**src/bpdc_defines.svh**
```systemverilog
// bpdc_defines.svh: figures shared by the burst page dram sequencer
// assumes: included by bare name, once per file that needs them
//
// Function
// - Simple read data after 4 or 5 clocks
// - Two idle row strobe clocks between cycles
// - Every access starts simple, promoted by inputs
// - Outputs registered except row address path
// - Burst runs until cancel, suspend or end
// - Only refresh overdue past 80% preempts burst
// - First cycle: row strobe on initial bank
// - Second cycle: first column, other row strobe
// - First burst word ready in fourth cycle
// - Fast start bit clear adds one cycle
// - Instruction group: own inputs, acks, buffers
// - Data group: own inputs, acks, buffer enables
// - Instruction and data accesses never overlap
// - Bank indicator high when bank B next
// - Refresh every 16 times field plus one
`ifndef BPDC_DEFINES_SVH
`define BPDC_DEFINES_SVH

// word address bit that picks the interleaved bank
`define BPDC_BANK_BIT 2
// refresh divider field width and prescale
`define BPDC_DIV_W 6
`define BPDC_REF_PRESCALE 16
// overdue threshold as a fraction: 80 percent
`define BPDC_OVD_NUM 4
`define BPDC_OVD_DEN 5
// row strobe clocks of one refresh cycle
`define BPDC_REF_RAS_CYC 2'h3
// request type codes accepted as memory space
`define BPDC_ITYPE_MEM 1'h0
`define BPDC_DTYPE_IO_BIT 1
// option code of a full word access
`define BPDC_OPT_WORD 3'h0

`endif

```
**src/bpdc_pkg.sv**
```systemverilog
// bpdc_pkg: types of the burst page dram sequencer
// assumes: compiled before every other design file
package bpdc_pkg;

   typedef enum logic [3:0] {
      ST_IDLE,
      ST_ROW,
      ST_COL,
      ST_LAT,
      ST_XTRA,
      ST_DATA,
      ST_BURST,
      ST_SUSP,
      ST_TERM,
      ST_PRE,
      ST_REF
   } bpdc_state_t;

endpackage

```
**src/bpdc_req_if.sv**
```systemverilog
// bpdc_req_if: arbitrated request between arbiter and sequencer
// assumes: arbiter drives, sequencer answers with take
interface bpdc_req_if;

   logic valid;
   logic pick_pipe;
   logic pick_read;
   logic pick_partial;
   logic own_data;
   logic own_req;
   logic own_burst;
   logic take;

   modport arb (
      output valid,
      output pick_pipe,
      output pick_read,
      output pick_partial,
      output own_data,
      output own_req,
      output own_burst,
      input  take
   );

   modport seq (
      input  valid,
      input  pick_pipe,
      input  pick_read,
      input  pick_partial,
      input  own_data,
      input  own_req,
      input  own_burst,
      output take
   );

endinterface

```
**src/bpdc_arbiter.sv**
```systemverilog
// bpdc_arbiter: picks instruction or data request for one memory block
// assumes: inputs synchronous to clk_i; owner held from take to next take
`include "bpdc_defines.svh"

module bpdc_arbiter (
   // clock and reset
   input  wire logic       clk_i,
   input  wire logic       reset_n_i,
   // common
   input  wire logic       mem_select_i,
   input  wire logic       data_read_i,
   // instruction group
   input  wire logic       instr_request_i,
   input  wire logic       instr_burst_request_i,
   input  wire logic       instr_request_type_i,
   input  wire logic       instr_pipeline_flag_i,
   // data group
   input  wire logic       data_request_i,
   input  wire logic       data_burst_request_i,
   input  wire logic [1:0] data_request_type_i,
   input  wire logic [2:0] data_option_code_i,
   input  wire logic       data_pipeline_flag_i,
   // to sequencer
   bpdc_req_if.arb         rq
);

   logic i_ok;
   logic d_ok;
   logic pick_d;
   logic own_d_r;

   assign i_ok = instr_request_i & mem_select_i
               & (instr_request_type_i == `BPDC_ITYPE_MEM);
   assign d_ok = data_request_i & mem_select_i
               & ~data_request_type_i[`BPDC_DTYPE_IO_BIT];
   // alternate when both wait, so neither side starves
   assign pick_d = d_ok & (~i_ok | ~own_d_r);

   assign rq.valid        = i_ok | d_ok;
   assign rq.pick_pipe    = pick_d ? data_pipeline_flag_i
                                   : instr_pipeline_flag_i;
   assign rq.pick_read    = pick_d ? data_read_i : 1'b1;
   assign rq.pick_partial = pick_d & (data_option_code_i != `BPDC_OPT_WORD);
   assign rq.own_data     = own_d_r;
   assign rq.own_req      = own_d_r ? data_request_i : instr_request_i;
   assign rq.own_burst    = own_d_r ? data_burst_request_i
                                    : instr_burst_request_i;

   // one owner at a time; the other group waits for the next take
   always_ff @(posedge clk_i or negedge reset_n_i)
   begin
      if (!reset_n_i)
         own_d_r <= 1'b0;
      else if (rq.take)
         own_d_r <= pick_d;
   end

endmodule

```
**src/bpdc_refresh.sv**
```systemverilog
// bpdc_refresh: refresh request timer, overdue detector, row counter
// assumes: ack_i pulses one cycle when a refresh cycle starts
`include "bpdc_defines.svh"

module bpdc_refresh #(
   parameter int ROW_W = 11,
   parameter int DIV_W = `BPDC_DIV_W
) (
   // clock and reset
   input  wire logic             clk_i,
   input  wire logic             reset_n_i,
   // control
   input  wire logic [DIV_W-1:0] div_i,
   input  wire logic             ack_i,
   // status
   output logic                  pending_o,
   output logic                  overdue_o,
   output logic [ROW_W-1:0]      row_o
);

   localparam int PER_W = DIV_W + 5;
   localparam int OV_W  = PER_W + 3;

   logic [PER_W-1:0] period;
   logic [PER_W-1:0] tick_cnt_r;
   logic [PER_W-1:0] age_r;
   logic             tick;
   logic             pending_r;
   logic [ROW_W-1:0] row_r;

   assign period = PER_W'(div_i) * PER_W'(`BPDC_REF_PRESCALE)
                 + PER_W'(`BPDC_REF_PRESCALE);
   // >= so that a smaller field takes effect at once
   assign tick = (tick_cnt_r >= period - PER_W'(1));

   always_ff @(posedge clk_i or negedge reset_n_i)
   begin
      if (!reset_n_i)
         tick_cnt_r <= '0;
      else if (tick)
         tick_cnt_r <= '0;
      else
         tick_cnt_r <= tick_cnt_r + PER_W'(1);
   end

   // a new tick beats the acknowledge of the old one
   always_ff @(posedge clk_i or negedge reset_n_i)
   begin
      if (!reset_n_i)
         pending_r <= 1'b0;
      else
         pending_r <= tick | (pending_r & ~ack_i);
   end

   always_ff @(posedge clk_i or negedge reset_n_i)
   begin
      if (!reset_n_i)
         age_r <= '0;
      else if (ack_i || !pending_r)
         age_r <= '0;
      else if (age_r != {PER_W{1'b1}})
         age_r <= age_r + PER_W'(1);
   end

   always_ff @(posedge clk_i or negedge reset_n_i)
   begin
      if (!reset_n_i)
         row_r <= '0;
      else if (ack_i)
         row_r <= row_r + ROW_W'(1);
   end

   assign pending_o = pending_r;
   assign overdue_o = pending_r
      & (OV_W'(age_r) * OV_W'(`BPDC_OVD_DEN)
         > OV_W'(period) * OV_W'(`BPDC_OVD_NUM));
   assign row_o     = row_r;

endmodule

```
**src/bpdc_top.sv**
```systemverilog
// bpdc_top: access sequencer for two interleaved page mode dram banks
// assumes: processor inputs synchronous to clk_i; strobes active high,
// pads invert them; configuration fields held steady by the system
`include "bpdc_defines.svh"

module bpdc_top #(
   parameter int ADDR_W = 11
) (
   // clock and reset
   input  wire logic                   clk_i,
   input  wire logic                   reset_n_i,
   // configuration fields
   input  wire logic                   cfg_fast_start_i,
   input  wire logic [`BPDC_DIV_W-1:0] cfg_refresh_div_i,
   // processor address and common controls
   input  wire logic [2*ADDR_W+2:0]    proc_addr_i,
   input  wire logic                   mem_select_i,
   input  wire logic                   data_read_i,
   // instruction group
   input  wire logic                   instr_request_i,
   input  wire logic                   instr_burst_request_i,
   input  wire logic                   instr_request_type_i,
   input  wire logic                   instr_pipeline_flag_i,
   // data group
   input  wire logic                   data_request_i,
   input  wire logic                   data_burst_request_i,
   input  wire logic [1:0]             data_request_type_i,
   input  wire logic [2:0]             data_option_code_i,
   input  wire logic                   data_pipeline_flag_i,
   // dram side
   output logic [ADDR_W-1:0]           dram_addr_o,
   output logic                        row_strobe_bank_a_o,
   output logic                        row_strobe_bank_b_o,
   output logic                        col_strobe_bank_a_o,
   output logic                        col_strobe_bank_b_o,
   output logic                        dram_write_o,
   // instruction answers
   output logic                        instr_burst_ack_o,
   output logic                        instr_ready_o,
   // data answers
   output logic                        data_burst_ack_o,
   output logic                        data_ready_o,
   // buffer controls
   output logic                        instr_buf_transmit_a_o,
   output logic                        instr_buf_transmit_b_o,
   output logic                        data_buf_transmit_a_o,
   output logic                        data_buf_transmit_b_o,
   output logic                        data_buf_chip_enable_a_o,
   output logic                        data_buf_chip_enable_b_o,
   output logic                        next_bank_indicator_o
);

   typedef bpdc_pkg::bpdc_state_t bpdc_st_t;

   function automatic logic is_rdy(input bpdc_st_t st);
      is_rdy = (st == bpdc_pkg::ST_DATA) || (st == bpdc_pkg::ST_BURST);
   endfunction

   function automatic logic in_start(input bpdc_st_t st);
      in_start = (st == bpdc_pkg::ST_ROW) || (st == bpdc_pkg::ST_COL)
              || (st == bpdc_pkg::ST_LAT) || (st == bpdc_pkg::ST_XTRA);
   endfunction

   function automatic logic in_col(input bpdc_st_t st);
      in_col = (in_start(st) && st != bpdc_pkg::ST_ROW) || is_rdy(st)
            || (st == bpdc_pkg::ST_SUSP);
   endfunction

   bpdc_req_if rq ();

   logic              ref_pending;
   logic              ref_overdue;
   logic              ref_go;
   logic [ADDR_W-1:0] ref_row;

   bpdc_st_t          state_r;
   bpdc_st_t          state_nxt;
   logic              bank_r;
   logic              bank_nxt;
   logic [ADDR_W-1:0] col_r;
   logic [ADDR_W-1:0] col_nxt;
   logic              read_r;
   logic              read_nxt;
   logic              partial_r;
   logic              burst_r;
   logic              burst_set;
   logic              burst_any;
   logic              pend_r;
   logic              pend_set;
   logic [1:0]        ref_cnt_r;
   logic              page_end;
   logic              step;
   logic              rdy_nxt;
   logic              ras_a_nxt;
   logic              ras_b_nxt;
   logic              cas_a_nxt;
   logic              cas_b_nxt;
   logic              col_phase_r;
   logic              ref_phase_r;

   bpdc_arbiter u_arb (
      .clk_i                 (clk_i),
      .reset_n_i             (reset_n_i),
      .mem_select_i          (mem_select_i),
      .data_read_i           (data_read_i),
      .instr_request_i       (instr_request_i),
      .instr_burst_request_i (instr_burst_request_i),
      .instr_request_type_i  (instr_request_type_i),
      .instr_pipeline_flag_i (instr_pipeline_flag_i),
      .data_request_i        (data_request_i),
      .data_burst_request_i  (data_burst_request_i),
      .data_request_type_i   (data_request_type_i),
      .data_option_code_i    (data_option_code_i),
      .data_pipeline_flag_i  (data_pipeline_flag_i),
      .rq                    (rq.arb)
   );

   bpdc_refresh #(
      .ROW_W (ADDR_W)
   ) u_ref (
      .clk_i     (clk_i),
      .reset_n_i (reset_n_i),
      .div_i     (cfg_refresh_div_i),
      .ack_i     (ref_go),
      .pending_o (ref_pending),
      .overdue_o (ref_overdue),
      .row_o     (ref_row)
   );

   // last word of the page sits in bank b at the top column
   assign page_end  = bank_r & (col_r == {ADDR_W{1'b1}});
   // promotion only while the owner drives both request lines
   assign burst_set = in_start(state_r) & rq.own_req & rq.own_burst
                    & ~partial_r;
   assign burst_any = burst_r | burst_set;

   always_comb
   begin
      state_nxt = state_r;
      rq.take   = 1'b0;
      pend_set  = 1'b0;
      ref_go    = 1'b0;
      case (state_r)
         bpdc_pkg::ST_IDLE, bpdc_pkg::ST_PRE:
         begin
            if (pend_r)
               state_nxt = bpdc_pkg::ST_ROW;
            else if (ref_pending)
            begin
               ref_go    = 1'b1;
               state_nxt = bpdc_pkg::ST_REF;
            end
            else if (rq.valid)
            begin
               rq.take   = 1'b1;
               state_nxt = bpdc_pkg::ST_ROW;
            end
            else
               state_nxt = bpdc_pkg::ST_IDLE;
         end
         bpdc_pkg::ST_ROW:
            state_nxt = bpdc_pkg::ST_COL;
         bpdc_pkg::ST_COL:
            state_nxt = bpdc_pkg::ST_LAT;
         bpdc_pkg::ST_LAT:
            state_nxt = cfg_fast_start_i ? bpdc_pkg::ST_DATA
                                         : bpdc_pkg::ST_XTRA;
         bpdc_pkg::ST_XTRA:
            state_nxt = bpdc_pkg::ST_DATA;
         bpdc_pkg::ST_DATA:
         begin
            if (burst_any && rq.own_req && rq.own_burst && !page_end
                && !ref_overdue)
               state_nxt = bpdc_pkg::ST_BURST;
            else if (burst_any)
               state_nxt = bpdc_pkg::ST_TERM;
            else
            begin
               // a pipelined request is latched now, run after precharge
               if (rq.valid && rq.pick_pipe)
               begin
                  rq.take  = 1'b1;
                  pend_set = 1'b1;
               end
               state_nxt = bpdc_pkg::ST_PRE;
            end
         end
         bpdc_pkg::ST_BURST:
         begin
            if (!rq.own_req || page_end || ref_overdue)
               state_nxt = bpdc_pkg::ST_TERM;
            else if (!rq.own_burst)
               state_nxt = bpdc_pkg::ST_SUSP;
            else
               state_nxt = bpdc_pkg::ST_BURST;
         end
         bpdc_pkg::ST_SUSP:
         begin
            if (!rq.own_req || page_end || ref_overdue)
               state_nxt = bpdc_pkg::ST_TERM;
            else if (rq.own_burst)
               state_nxt = bpdc_pkg::ST_BURST;
            else
               state_nxt = bpdc_pkg::ST_SUSP;
         end
         bpdc_pkg::ST_REF:
            if (ref_cnt_r == `BPDC_REF_RAS_CYC - 2'h1)
               state_nxt = bpdc_pkg::ST_TERM;
         // both strobes idle here and in precharge: two clocks
         bpdc_pkg::ST_TERM:
            state_nxt = bpdc_pkg::ST_PRE;
         default:
            state_nxt = bpdc_pkg::ST_IDLE;
      endcase
   end

   assign step    = (state_nxt == bpdc_pkg::ST_BURST);
   assign rdy_nxt = is_rdy(state_nxt);

   always_comb
   begin
      bank_nxt = bank_r;
      col_nxt  = col_r;
      read_nxt = rq.take ? rq.pick_read : read_r;
      if (rq.take)
      begin
         bank_nxt = proc_addr_i[`BPDC_BANK_BIT];
         col_nxt  = proc_addr_i[ADDR_W+2:3];
      end
      else if (step)
      begin
         bank_nxt = ~bank_r;
         col_nxt  = bank_r ? col_r + 1'b1 : col_r;
      end
   end

   always_comb
   begin
      ras_a_nxt = 1'b0;
      ras_b_nxt = 1'b0;
      cas_a_nxt = 1'b0;
      cas_b_nxt = 1'b0;
      case (state_nxt)
         bpdc_pkg::ST_ROW:
         begin
            ras_a_nxt = ~bank_nxt;
            ras_b_nxt = bank_nxt;
         end
         bpdc_pkg::ST_COL, bpdc_pkg::ST_LAT, bpdc_pkg::ST_XTRA:
         begin
            ras_a_nxt = 1'b1;
            ras_b_nxt = 1'b1;
            cas_a_nxt = ~bank_nxt;
            cas_b_nxt = bank_nxt;
         end
         bpdc_pkg::ST_DATA, bpdc_pkg::ST_BURST:
         begin
            ras_a_nxt = burst_any;
            ras_b_nxt = burst_any;
            cas_a_nxt = ~bank_nxt;
            cas_b_nxt = bank_nxt;
         end
         bpdc_pkg::ST_SUSP:
         begin
            ras_a_nxt = 1'b1;
            ras_b_nxt = 1'b1;
            cas_a_nxt = col_strobe_bank_a_o;
            cas_b_nxt = col_strobe_bank_b_o;
         end
         bpdc_pkg::ST_REF:
         begin
            ras_a_nxt = 1'b1;
            ras_b_nxt = 1'b1;
         end
         default:
         begin
            ras_a_nxt = 1'b0;
            ras_b_nxt = 1'b0;
         end
      endcase
   end

   always_ff @(posedge clk_i or negedge reset_n_i)
   begin
      if (!reset_n_i)
         state_r <= bpdc_pkg::ST_IDLE;
      else
         state_r <= state_nxt;
   end

   always_ff @(posedge clk_i or negedge reset_n_i)
   begin
      if (!reset_n_i)
      begin
         bank_r    <= 1'b0;
         col_r     <= '0;
         read_r    <= 1'b1;
         partial_r <= 1'b0;
      end
      else
      begin
         bank_r <= bank_nxt;
         col_r  <= col_nxt;
         read_r <= read_nxt;
         if (rq.take)
            partial_r <= rq.pick_partial;
      end
   end

   always_ff @(posedge clk_i or negedge reset_n_i)
   begin
      if (!reset_n_i)
      begin
         burst_r   <= 1'b0;
         pend_r    <= 1'b0;
         ref_cnt_r <= 2'h0;
      end
      else
      begin
         burst_r   <= burst_any & (in_start(state_nxt) | in_col(state_nxt));
         pend_r    <= pend_set | (pend_r & (state_nxt != bpdc_pkg::ST_ROW));
         ref_cnt_r <= (state_r == bpdc_pkg::ST_REF) ? ref_cnt_r + 2'h1
                                                    : 2'h0;
      end
   end

   // strobes and address phase, all from flops
   always_ff @(posedge clk_i or negedge reset_n_i)
   begin
      if (!reset_n_i)
      begin
         row_strobe_bank_a_o <= 1'b0;
         row_strobe_bank_b_o <= 1'b0;
         col_strobe_bank_a_o <= 1'b0;
         col_strobe_bank_b_o <= 1'b0;
         dram_write_o        <= 1'b0;
         col_phase_r         <= 1'b0;
         ref_phase_r         <= 1'b0;
      end
      else
      begin
         row_strobe_bank_a_o <= ras_a_nxt;
         row_strobe_bank_b_o <= ras_b_nxt;
         col_strobe_bank_a_o <= cas_a_nxt;
         col_strobe_bank_b_o <= cas_b_nxt;
         dram_write_o        <= in_col(state_nxt) & ~read_nxt;
         col_phase_r         <= in_col(state_nxt);
         ref_phase_r         <= (state_nxt == bpdc_pkg::ST_REF);
      end
   end

   // row address passes straight from the pins to avoid a clock of lag
   assign dram_addr_o = ref_phase_r ? ref_row
                      : col_phase_r ? col_r
                      : proc_addr_i[2*ADDR_W+2:ADDR_W+3];

   always_ff @(posedge clk_i or negedge reset_n_i)
   begin
      if (!reset_n_i)
      begin
         instr_ready_o     <= 1'b0;
         data_ready_o      <= 1'b0;
         instr_burst_ack_o <= 1'b0;
         data_burst_ack_o  <= 1'b0;
      end
      else
      begin
         instr_ready_o     <= rdy_nxt & ~rq.own_data;
         data_ready_o      <= rdy_nxt & rq.own_data;
         instr_burst_ack_o <= burst_any & in_col(state_nxt) & ~rq.own_data;
         data_burst_ack_o  <= burst_any & in_col(state_nxt) & rq.own_data;
      end
   end

   // buffer enables follow the bank of the word on the bus, except data chip enables in burst writes
   always_ff @(posedge clk_i or negedge reset_n_i)
   begin
      if (!reset_n_i)
      begin
         instr_buf_transmit_a_o   <= 1'b0;
         instr_buf_transmit_b_o   <= 1'b0;
         data_buf_transmit_a_o    <= 1'b0;
         data_buf_transmit_b_o    <= 1'b0;
         data_buf_chip_enable_a_o <= 1'b0;
         data_buf_chip_enable_b_o <= 1'b0;
         next_bank_indicator_o    <= 1'b0;
      end
      else
      begin
         instr_buf_transmit_a_o <= rdy_nxt & ~rq.own_data & ~bank_nxt;
         instr_buf_transmit_b_o <= rdy_nxt & ~rq.own_data & bank_nxt;
         data_buf_transmit_a_o  <= rdy_nxt & rq.own_data & read_nxt
                                 & ~bank_nxt;
         data_buf_transmit_b_o  <= rdy_nxt & rq.own_data & read_nxt
                                 & bank_nxt;
         // burst writes keep both enables on while burst words are ready, both off in suspend
         data_buf_chip_enable_a_o <= rdy_nxt & rq.own_data
                                   & (~bank_nxt | (burst_any & ~read_nxt));
         data_buf_chip_enable_b_o <= rdy_nxt & rq.own_data
                                   & (bank_nxt | (burst_any & ~read_nxt));
         next_bank_indicator_o <= (burst_any & (rdy_nxt
            | (state_nxt == bpdc_pkg::ST_SUSP))) ? ~bank_nxt
                                                 : bank_nxt;
      end
   end

endmodule

```
**config.mk**
```make
export PLATFORM = sky130hd
export DESIGN_NAME = bpdc_top
export DESIGN_NICKNAME = d
export VERILOG_FILES = /design/src/bpdc_pkg.sv /design/src/bpdc_req_if.sv /design/src/bpdc_arbiter.sv /design/src/bpdc_refresh.sv /design/src/bpdc_top.sv
export VERILOG_INCLUDE_DIRS = /design/src /design/src/src
export SDC_FILE = /design/constraint.sdc
export NUM_CORES = 1
export LEC_CHECK = 0
export BUFFER_PORTS_ARGS = -buffer_cell sky130_fd_sc_hd__buf_2
export CAP_MARGIN = 15
export CORE_MARGIN = 5
export CORE_UTILIZATION = 45
export CTS_BUF_LIST = sky130_fd_sc_hd__clkbuf_16
export DETAILED_ROUTE_END_ITERATION = 10
export HOLD_SLACK_MARGIN = 0.05
export PLACE_DENSITY = 0.69
export SYNTH_ARGS = -nofsm -noshare
export SYNTH_HDL_FRONTEND = slang
export SYNTH_SLANG_ARGS = --single-unit
```
**constraint.sdc**
```tcl
create_clock -name clk_i -period 5.4 [get_ports clk_i]
set_input_delay 0.27 -clock clk_i [delete_from_list [all_inputs] [get_ports clk_i]]
set_output_delay 0.27 -clock clk_i [all_outputs]
set_load 0.005 [all_outputs]
```
== Word-level counts from Yosys, hierarchy flattened ==
Cells that the tools add are included.

* Register bits after elaboration: 75
* Bits in latches: 0
* Memory bits (writable): 0
* Bits in read-only memories: 0
* Input bits: 48
* Logic and storage cells: 185
* Memories: 0

* $add $sub $neg: 7
* Multiply operators: 1
* Div/mod/pow operators: 0
* Order comparisons: 2
* Equal/unequal tests: 22
* Shift-type cells: 0
* Muxes and demuxes: 42
* Bitwise operators: 47
* Reductions and logical operators: 33

{| class="wikitable"
|+ Operator list
! operator !! count
|-
| 11-bit two-way mux || 8
|-
| 11-bit by 1-bit adder with 11-bit output, second input constant || 4
|-
| 4-bit one-hot mux with 9 select lines || 1
|-
| 4-bit by 3-bit == test with 1-bit output, second input constant || 8
|-
| 1-bit AND || 29
|-
| 1-bit two-way mux || 22
|-
| 4-bit two-way mux || 5
|-
| 4-bit by 2-bit == test with 1-bit output, second input constant || 4
|-
| 4-bit == test, second input constant || 4
|-
| 14-bit by 13-bit > comparator with 1-bit output || 1
|-
| 11-bit by 3-bit multiplier with 14-bit output, second input constant || 1
|-
| 1-bit logical OR || 12
|-
| 10-bit by 5-bit adder with 11-bit output, second input constant || 1
|-
| 11-bit == test, second input constant || 1
|-
| 11-bit >= comparator || 1
|-
| 11-bit inequality test, second input constant || 1
|-
| 11-bit by 1-bit subtractor with 11-bit output, second input constant || 1
|-
| 5-bit OR reduction || 2
|-
| 1-bit inverter || 9
|-
| 1-bit OR || 9
|-
| 4-bit by 1-bit == test with 1-bit output, second input constant || 2
|-
| 1-bit logical AND || 6
|-
| 1-bit one-hot mux with 2 select lines || 3
|-
| 1-bit one-hot mux with 3 select lines || 2
|-
| 10 further kinds || 17
|}

== Logic depth before layout (Yosys ltp) ==
Gate-level depths: netlist of the first run.

* Word-level depth: 23
* Mapped depth: 20
* Depth with buffers taken out: 19

== Modules after synthesis ==
From an unflattened synthesis of the first run, not the netlist that was laid out.

* Cells, all modules: 521
* Area, all modules: 5,211.2 um^2

{| class="wikitable"
|+ By module, submodules not included
! module !! times used !! cells each !! area an instance (um^2)
|-
| bpdc_refresh || 1 || 262 || 2,566.2
|-
| bpdc_top || 1 || 245 || 2,498.6
|-
| bpdc_arbiter || 1 || 14 || 146.4
|}

== Worst setup path before layout of the first run ==
No wires, ideal clock.

* Path kind: register to register
* From: reg u_ref.age_r[2]
* To: reg col_strobe_bank_a_o
* Data arrival time: 4.021 ns
* Required time: 5.279 ns
* Setup slack: 1.258 ns
* Stages on the path, launching flop included: 19
* Path buffers: 1
* Clock period less this slack: 4.142 ns
* Path through: dfrtp_1 -> ha_1 -> ha_1 -> a21o_1 -> a21oi_1 -> o21bai_1 -> a21oi_1 -> o21ai_0 -> or4_1 -> nand4_1 -> ha_1 -> and4_1 -> a41o_1 -> a31o_2 -> and3_1 -> buf_2 -> a211oi_2 -> nor2_1 -> a22o_1

* Longest elaborated chain between the ends: 12
* Elaborated cells on any way between the ends: 22
* Those cells by class: mul (1); order compare (1); eq/ne (6); mux (8); bitwise (2); reduce/logical (4)

{| class="wikitable"
|+ RTL lines
! what !! RTL line !! text
|-
| start: declaration || bpdc_refresh.sv:26 || <nowiki>logic [PER_W-1:0] age_r;</nowiki>
|-
| start signal: assignment || bpdc_refresh.sv:62 || <nowiki>age_r <= age_r + PER_W'(1);</nowiki>
|-
| 11-bit by 3-bit multiplier with 14-bit output (*) || bpdc_refresh.sv:75 || <nowiki>& (OV_W'(age_r) * OV_W'(`BPDC_OVD_DEN)</nowiki>
|-
| 14-bit by 13-bit > comparator with 1-bit output (*) || bpdc_refresh.sv:75 ||
|-
| 1-bit AND (*) || bpdc_refresh.sv:74 || <nowiki>assign overdue_o = pending_r</nowiki>
|-
| 1-bit logical NOT || bpdc_top.sv:173 || <nowiki>&& !ref_overdue)</nowiki>
|-
| 1-bit logical AND || bpdc_top.sv:173 ||
|-
| 4-bit two-way mux || bpdc_top.sv:172 || <nowiki>if (burst_any && rq.own_req && rq.own_burst && !page_end</nowiki>
|-
| 4-bit one-hot mux with 9 select lines || bpdc_top.sv:143 || <nowiki>case (state_r)</nowiki>
|-
| 4-bit by 3-bit == test with 1-bit output || bpdc_top.sv:217, bpdc_top.sv:243 ||
|-
| 1-bit two-way mux || bpdc_top.sv:230 || <nowiki>else if (step)</nowiki>
|-
| 1-bit two-way mux || bpdc_top.sv:225 || <nowiki>if (rq.take)</nowiki>
|-
| 1-bit inverter || bpdc_top.sv:253, bpdc_top.sv:260 ||
|-
| 1-bit one-hot mux with 2 select lines || bpdc_top.sv:243 || <nowiki>case (state_nxt)</nowiki>
|-
| end signal: assignment || bpdc_top.sv:344 || <nowiki>col_strobe_bank_a_o <= cas_a_nxt;</nowiki>
|-
| end: declaration || bpdc_top.sv:34 || <nowiki>output logic col_strobe_bank_a_o,</nowiki>
|}

Every way passes the cells marked *; elsewhere a longest branch is shown, timed or not.
A chain may end at the register's enable or synchronous reset.

==> impl_metrics.yaml, run 1 <==
outcome:
  status: "finished, final reports clean"
logic_synthesis:
  syn-num-nets: 613
  synthFlopType: "dfrtp_1"
  ys_async_sr_fraction: 1.000
  synth_fa_ha_area_frac: 0.1051
  synth_seq_cells: 75
  synth-compound-area-share: 0.1389
  yosys_warnings: 0
  synth.cell_area_sq_um: 4954
  synth_cell_types: 70
  synth_edf_count: 0
  synthMuxAreaShare: 0.04168
  yosys-top-cells-area: "dfrtp_1 37%, ha_1 10%, xnor2_1 6.2%, nor2_1 4.2%, mux2i_1 3.0%"
  yosys.area.top_type_share: 0.3738
  synthXorXnorAreaFrac: 0.09194
  avgSynthCellArea_sq_um: 9.453
  synthCells: 524
  yosys.area_share.simple: 0.2074
  yosysTopAreaCell: "dfrtp_1"
  ys_seq_area_frac: 0.3791
  synth_top_family_by_area: "simple AND/OR/NAND/NOR gates"
clocking:
  hold_buffers: 0
  cts.path.max_buffers: 2
  cts_resized: 0
  h-tree-depth: 3
  clk_latency_ns: 0.34
  cts.sinks: 75
  cts_setup_buffers: 0
  cts_inserted_buffers: 9
  path_clk_slew_ns: 0.06
  cts_tree: "built"
  root_buffer: "clkbuf_16"
worst_setup_path:
  criticalPathCategory: "flop to flop"
  r2r_start: "u_ref.age_r[2]"
  crit_path_cell_trace: "ha_1 -> ha_1 -> a21o_1 -> a21oi_1 -> o21bai_1 -> a21oi_1 -> o21ai_0 -> or4_1 -> nand4_1 -> ha_1 -> and4_1 -> a41o_1 -> a31o_2 -> and3_1 -> a221oi_1 -> inv_1 -> nor2_1 -> nor3_1"
  setup.worst_path.start: "u_ref.age_r[2]"
  cp.required_ns: 5.60
  crit_slowest_cell: "dfrtp_1"
  end_kind: "flop"
  critical_path_arrival_ns: 4.80
  critPathLaunchType: "flop"
  path_common_cell: "ha_1"
  max_stage_delay_ns: 0.46
  worstPathMaxFanout: 7
floorplan:
  rows: 38
  start_util: 0.4590
  core_sq_um: 10790
  ios: 75
  dieWidth_um: 114.9
  die_area_sq_um: 13210
  die_h_um: 114.9
timing:
  finClkSkew_ns: 0.007336
  timing.fmax_mhz: 217.4
  worst_slack_ns: 0.7996
  fin_crit_ns: 4.600
  slew_headroom: 0.3678
  setup_viol: 0
  rsz0062_at_grt: "false"
  final_max_slew_viol_count: 0
  period_share: 0.8519
  tns_ns: 0
  tightest_slew_ns: 0.9483
  hold_viol: 0
layout:
  final_util: 0.5261
  drive_above_1_share: 0.1812
  finalNetCount: 680
  n_antenna_cell: 0
  areaGrowthSynthToFinish_pct: 14.62
  finalInstanceArea_sq_um: 5678
  nFillCells: 967
power:
  power_frac_seq: 0.401
  swShare: 0.3979
  switching_power_mw: 0.9538
  pwr-share-clk: 0.228
  intPower_mw: 1.443
  combPwrFrac: 0.371
  finalPower_mw: 2.397
  p_per_area_nw_per_um2: 422.2
  leakagePower_nw: 2.643
  vdd_drop_max_mv: 0.2635
drt:
  drt_first_pass_iters: 4
  drt-total-wl_um: 11490
  ant_nets: 0
  wl_per_cell_um: 15.61
  route.detailed.drc: 0
  avgViaCountPerCell: 5.503
  num_vias: 4050
  drtIter0Drc: 220
run:
  max_cap_viol_count: 0
placement:
  io_buffers: 71
  place_congestion: 0.9225
  dpl.hpwl_um: 8817
  dpl_cell_area_sq_um: 5409
  place_ws_ns: 0.8511
global_routing:
  grt_antenna_before_repair: 0
  grt-ovfl-total: 0
  grt_max_degree: 76
  grt_pass1_vias: 3945
  grtUsageTotal: 0.1797
  grt_pass1_wl_um: 18910
worst_hold_path:
  hold_class: "input pin to async pin"
[critical path: cells and delay by family (launching register included)]
kind	cells	cell delay, ns
and+or+nand+nor	6	1.22
DFF	1	0.46
adders and majority gates	3	0.91
buffers and inverters	1	0.10
AOI/OAI and AO/OA	8	1.73
[cells by family (layout without fill, tap and decap cells)]
family / count (synthesis) / in the layout
muxes: 19 / 19
buffers and inverters: 41 / 113
and+or+nand+nor: 193 / 193
adders and majority gates: 41 / 41
DFF: 75 / 75
AOI/OAI and AO/OA: 103 / 103
xor gates and xnor gates: 52 / 52
[stage by stage]
step | hold WS (ns) | std cells
floorplan | -0.02559 | 524
global placement | 0.4122 | 720
detailed placement | 0.4172 | 720
CTS | 0.1112 | 736
global route | 0.1723 | 736
finish | 0.07591 | 736
[state kept, by name (all words and copies together) (netlist names), 2 cells and up]
name and flops:
u_ref.age_r 11, col_r 11, u_ref.row_o 11, state_r 4, ref_cnt_r 2, u_ref.tick_cnt_r 11
[routing by layer]
metal  vias to the layer above  part of all wire  wire, um  GRT usage
met2                       102              0.48      5521     0.2878
met3                        22             0.050       573    0.04947
met1                      1920              0.45      5119     0.2331
met4                         0             0.024       272    0.06651
met5                         -                 0         0          0
li1                       2006                 -         -          -
[cells in the mapped netlist (all sizes together), types with 2 or more instances]
cell type / n
and4: 5
a21o: 4
ha: 40
nand3: 22
nor2b: 7
a211oi: 5
o21a: 2
and3b: 2
a41o: 2
a21boi: 2
nand4: 16
a211o: 3
mux2i: 16
mux2: 3
inv: 26
buf: 8
o21ai: 32
and2: 2
a22o: 2
and3: 11
dfrtp: 74
nor3: 11
o31ai: 3
nor2: 57
nor3b: 3
clkbuf: 7
xnor2: 35
a31o: 2
or2: 2
or3: 8
nand3b: 2
a31oi: 7
a21oi: 27
nand2: 29
xor2: 17
nand2b: 8
nor4: 5
o211ai: 4
[power groups by stage]
stage / registers, mW / logic [mW] / clock network (mW)
detailed placement: 0.967 / 0.891 / 0
floorplan: 0.855 / 0.715 / 0
CTS: 0.958 / 0.898 / 0.560
finish: 0.962 / 0.889 / 0.546
global placement: 0.961 / 0.863 / 0
global route: 0.988 / 0.998 / 0.589
[cell usage in the layout, fill, tap and decap left out, types with 3 or more instances in the layout]
master,instances
nand4_1,15
nor2_1,55
o21ai_0,29
clkinvlp_4,3
nor4_1,5
inv_1,24
nand3_1,22
nor2b_1,7
xor2_1,17
xnor2_1,35
and3_1,11
a21oi_1,26
a21o_1,4
nor3b_1,3
or3_1,7
nand2_1,28
dfrtp_1,74
ha_1,40
mux2i_1,15
and4_1,5
a211oi_1,3
a31oi_1,6
o211ai_1,4
buf_2,70
nor3_1,9
o21ai_1,3
clkbuf_16,9
nand2b_1,8
mux2_2,3
[worst paths after layout]
path / endpoint / slack, ns / cells past startpoint
max: burst_r / 0.80 / 18
min: u_ref.age_r[2] / 0.08 / 1
max reg2reg: burst_r / 0.80 / 18
min reg2reg: ref_cnt_r[0] / 0.42 / 1
max in group asynchronous: u_ref.row_o[10] / 4.72 / 1
min in group clk_i: col_r[5] / 0.19 / 3
[layout make-up]
| cell class | instances | area, sq um | share of cell area |
|---|---|---|---|
| timing repair buffer | 71 | 357.8 | 0.06302 |
| multi-input combinational | 408 | 2898 | 0.5104 |
| tap | 140 | 175.2 | 0.03085 |
| inverter | 26 | 100.1 | 0.01763 |
| sequential | 75 | 1878 | 0.3308 |
| clock buffer | 9 | 225.2 | 0.03967 |
| clock inverter | 7 | 43.79 | 0.007713 |
(Power assumes the default switching activity.)
==> run 2: changes to the inputs <==
CORE_UTILIZATION = 50   (was 45)
PLACE_DENSITY = 0.75   (was 0.69)
==> run 2 against run 1 <==
Net effect:
- global-route usage grew 1.3 points
- sequential share of layout area grew 0.095 points
- combinational power is essentially flat
- via count shrank 0.69%
- critical path depth shrank 1
- hold slack lost 0.0091 ns
- cell count shrank 0.95%
- clock power shrank 3%
- sequential power shrank 0.4%
- core utilization grew 5.6 points
- register-to-register slack lost 0.06 ns
- largest cell class unchanged
- largest power group unchanged
- highest routed layer unchanged
==> impl_metrics.yaml, run 2 (synthesis results as in run 1) <==
outcome:
  status: "finished, final reports clean"
clocking:
  h-tree-depth: 3
  hold_buffers: 0
  path_clk_slew_ns: 0.06
  cts_resized: 0
  cts_tree: "built"
  cts_inserted_buffers: 9
  clk_latency_ns: 0.34
  cts_setup_buffers: 0
  cts.sinks: 75
  root_buffer: "clkbuf_16"
  cts.path.max_buffers: 2
power:
  power_frac_seq: 0.403
  pwr-share-clk: 0.222
  switching_power_mw: 0.9373
  intPower_mw: 1.439
  swShare: 0.3944
  p_per_area_nw_per_um2: 419.8
  leakagePower_nw: 2.652
  combPwrFrac: 0.375
  vdd_drop_max_mv: 0.2300
  finalPower_mw: 2.377
worst_setup_path:
  worstPathMaxFanout: 7
  cp.depth: 17
  end_kind: "flop"
  critPathBufInv: 0
  crit_end: "col_strobe_bank_a_o"
  critical_path_arrival_ns: 4.87
  r2r_start: "u_ref.age_r[2]"
  cp_top_family: "compound AO/OA/AOI/OAI gates"
  reg2regPathDepth: 17
  max_stage_delay_ns: 0.46
  crit_slowest_cell: "dfrtp_1"
  criticalPathCategory: "flop to flop"
  reg2reg_slack_ns: 0.74
  reg2reg_to: "col_strobe_bank_a_o"
  critPathLaunchType: "flop"
  path_common_cell: "ha_1"
  setup.worst_path.start: "u_ref.age_r[2]"
  crit_path_cell_trace: "ha_1 -> ha_1 -> a21o_1 -> a21oi_1 -> o21bai_1 -> a21oi_1 -> o21ai_0 -> or4_1 -> nand4_1 -> ha_1 -> and4_1 -> a41o_1 -> a31o_2 -> and3_1 -> a211oi_2 -> nor2_1 -> a22o_1"
  cp.required_ns: 5.61
drt:
  drt-total-wl_um: 11090
  drtIter0Drc: 181
  drt_first_pass_iters: 4
  num_vias: 4022
  wl_per_cell_um: 15.21
  ant_nets: 0
  avgViaCountPerCell: 5.517
  route.detailed.drc: 0
global_routing:
  grt_pass1_wl_um: 18350
  grt-ovfl-total: 0
  grtUsageTotal: 0.1931
  grt_pass1_vias: 3906
  grt_antenna_before_repair: 1
  grt_max_degree: 76
floorplan:
  start_util: 0.5091
  dieWidth_um: 109.5
  die_h_um: 109.5
  rows: 36
  ios: 75
  core_sq_um: 9729
  die_area_sq_um: 12000
layout:
  areaGrowthSynthToFinish_pct: 14.30
  nFillCells: 865
  finalNetCount: 680
  layout_commonest_cell: "dfrtp_1"
  mostFrequentLayoutCells: "74 x dfrtp_1, 70 x buf_2, 55 x nor2_1, 40 x ha_1, 35 x xnor2_1"
  drive_above_1_share: 0.1782
placement:
  dpl.hpwl_um: 8510
  io_buffers: 71
  place_congestion: 0.8791
timing:
  rsz0062_at_grt: "false"
  finClkSkew_ns: 0.01187
  tns_ns: 0
  setup_viol: 0
  slew_headroom: 0.3731
  hold_ws_ns: 0.06680
  hold_viol: 0
  fin_crit_ns: 4.658
  tightest_slew_ns: 0.9404
  final_max_slew_viol_count: 0
  period_share: 0.8627
  timing.fmax_mhz: 214.7
run:
  max_cap_viol_count: 0
worst_hold_path:
  hold_class: "input pin to async pin"
-- run 2: how the worst min path moves through the flow --
stage,depth (start not counted),endpoint,slack (ns)
after detailed placement,1,ref_cnt_r[0],0.43
after CTS,1,u_ref.tick_cnt_r[5],0.12
after global routing,1,u_ref.tick_cnt_r[5],0.16
final,1,u_ref.tick_cnt_r[5],0.07
after floorplan,0,bank_r,-0.03
after global placement,1,ref_cnt_r[0],0.41
-- run 2: worst register-to-register path: cells and delay by family (launching register included) --
kind            cells  cell delay [ns]
simple gates        5             1.15
compound gates      9             2.03
fa+ha+maj           3             0.91
flops               1             0.46
-- run 2: metrics by stage --
step	instance area (sq um)	std cells	util	setup WS, ns
finish	5662	729	0.5819	0.7416
global route	5662	729	0.5819	0.4521
CTS	5659	728	0.5817	0.7699
detailed placement	5400	713	0.5550	0.7874
global placement	5400	713	0.5550	0.8668
floorplan	4954	524	-	1.258
-- run 2: power groups by stage --
| stage | Combinational (mW) | Clock [mW] | Sequential (mW) |
|---|---|---|---|
| after floorplan | 0.715 | 0 | 0.855 |
| after global routing | 0.998 | 0.570 | 0.985 |
| after global placement | 0.855 | 0 | 0.958 |
| after CTS | 0.896 | 0.543 | 0.954 |
| after detailed placement | 0.889 | 0 | 0.962 |
| final | 0.892 | 0.527 | 0.958 |
-- run 2: layout make-up --
cell class	count	area [sq um]	area share
inverter	26	100.1	0.01768
timing repair buffer	71	357.8	0.06320
antenna	1	2.502	0.0004420
tap	133	166.4	0.02939
clock buffer	9	225.2	0.03978
multi-input combinational	408	2898	0.5118
clock inverter	6	33.78	0.005967
sequential	75	1878	0.3317
-- run 2: routing by layer --
layer	track usage	wire, um
met1	0.2590	5051
met2	0.3069	5332
met3	0.04228	448
met4	0.07124	257
met5	0	0
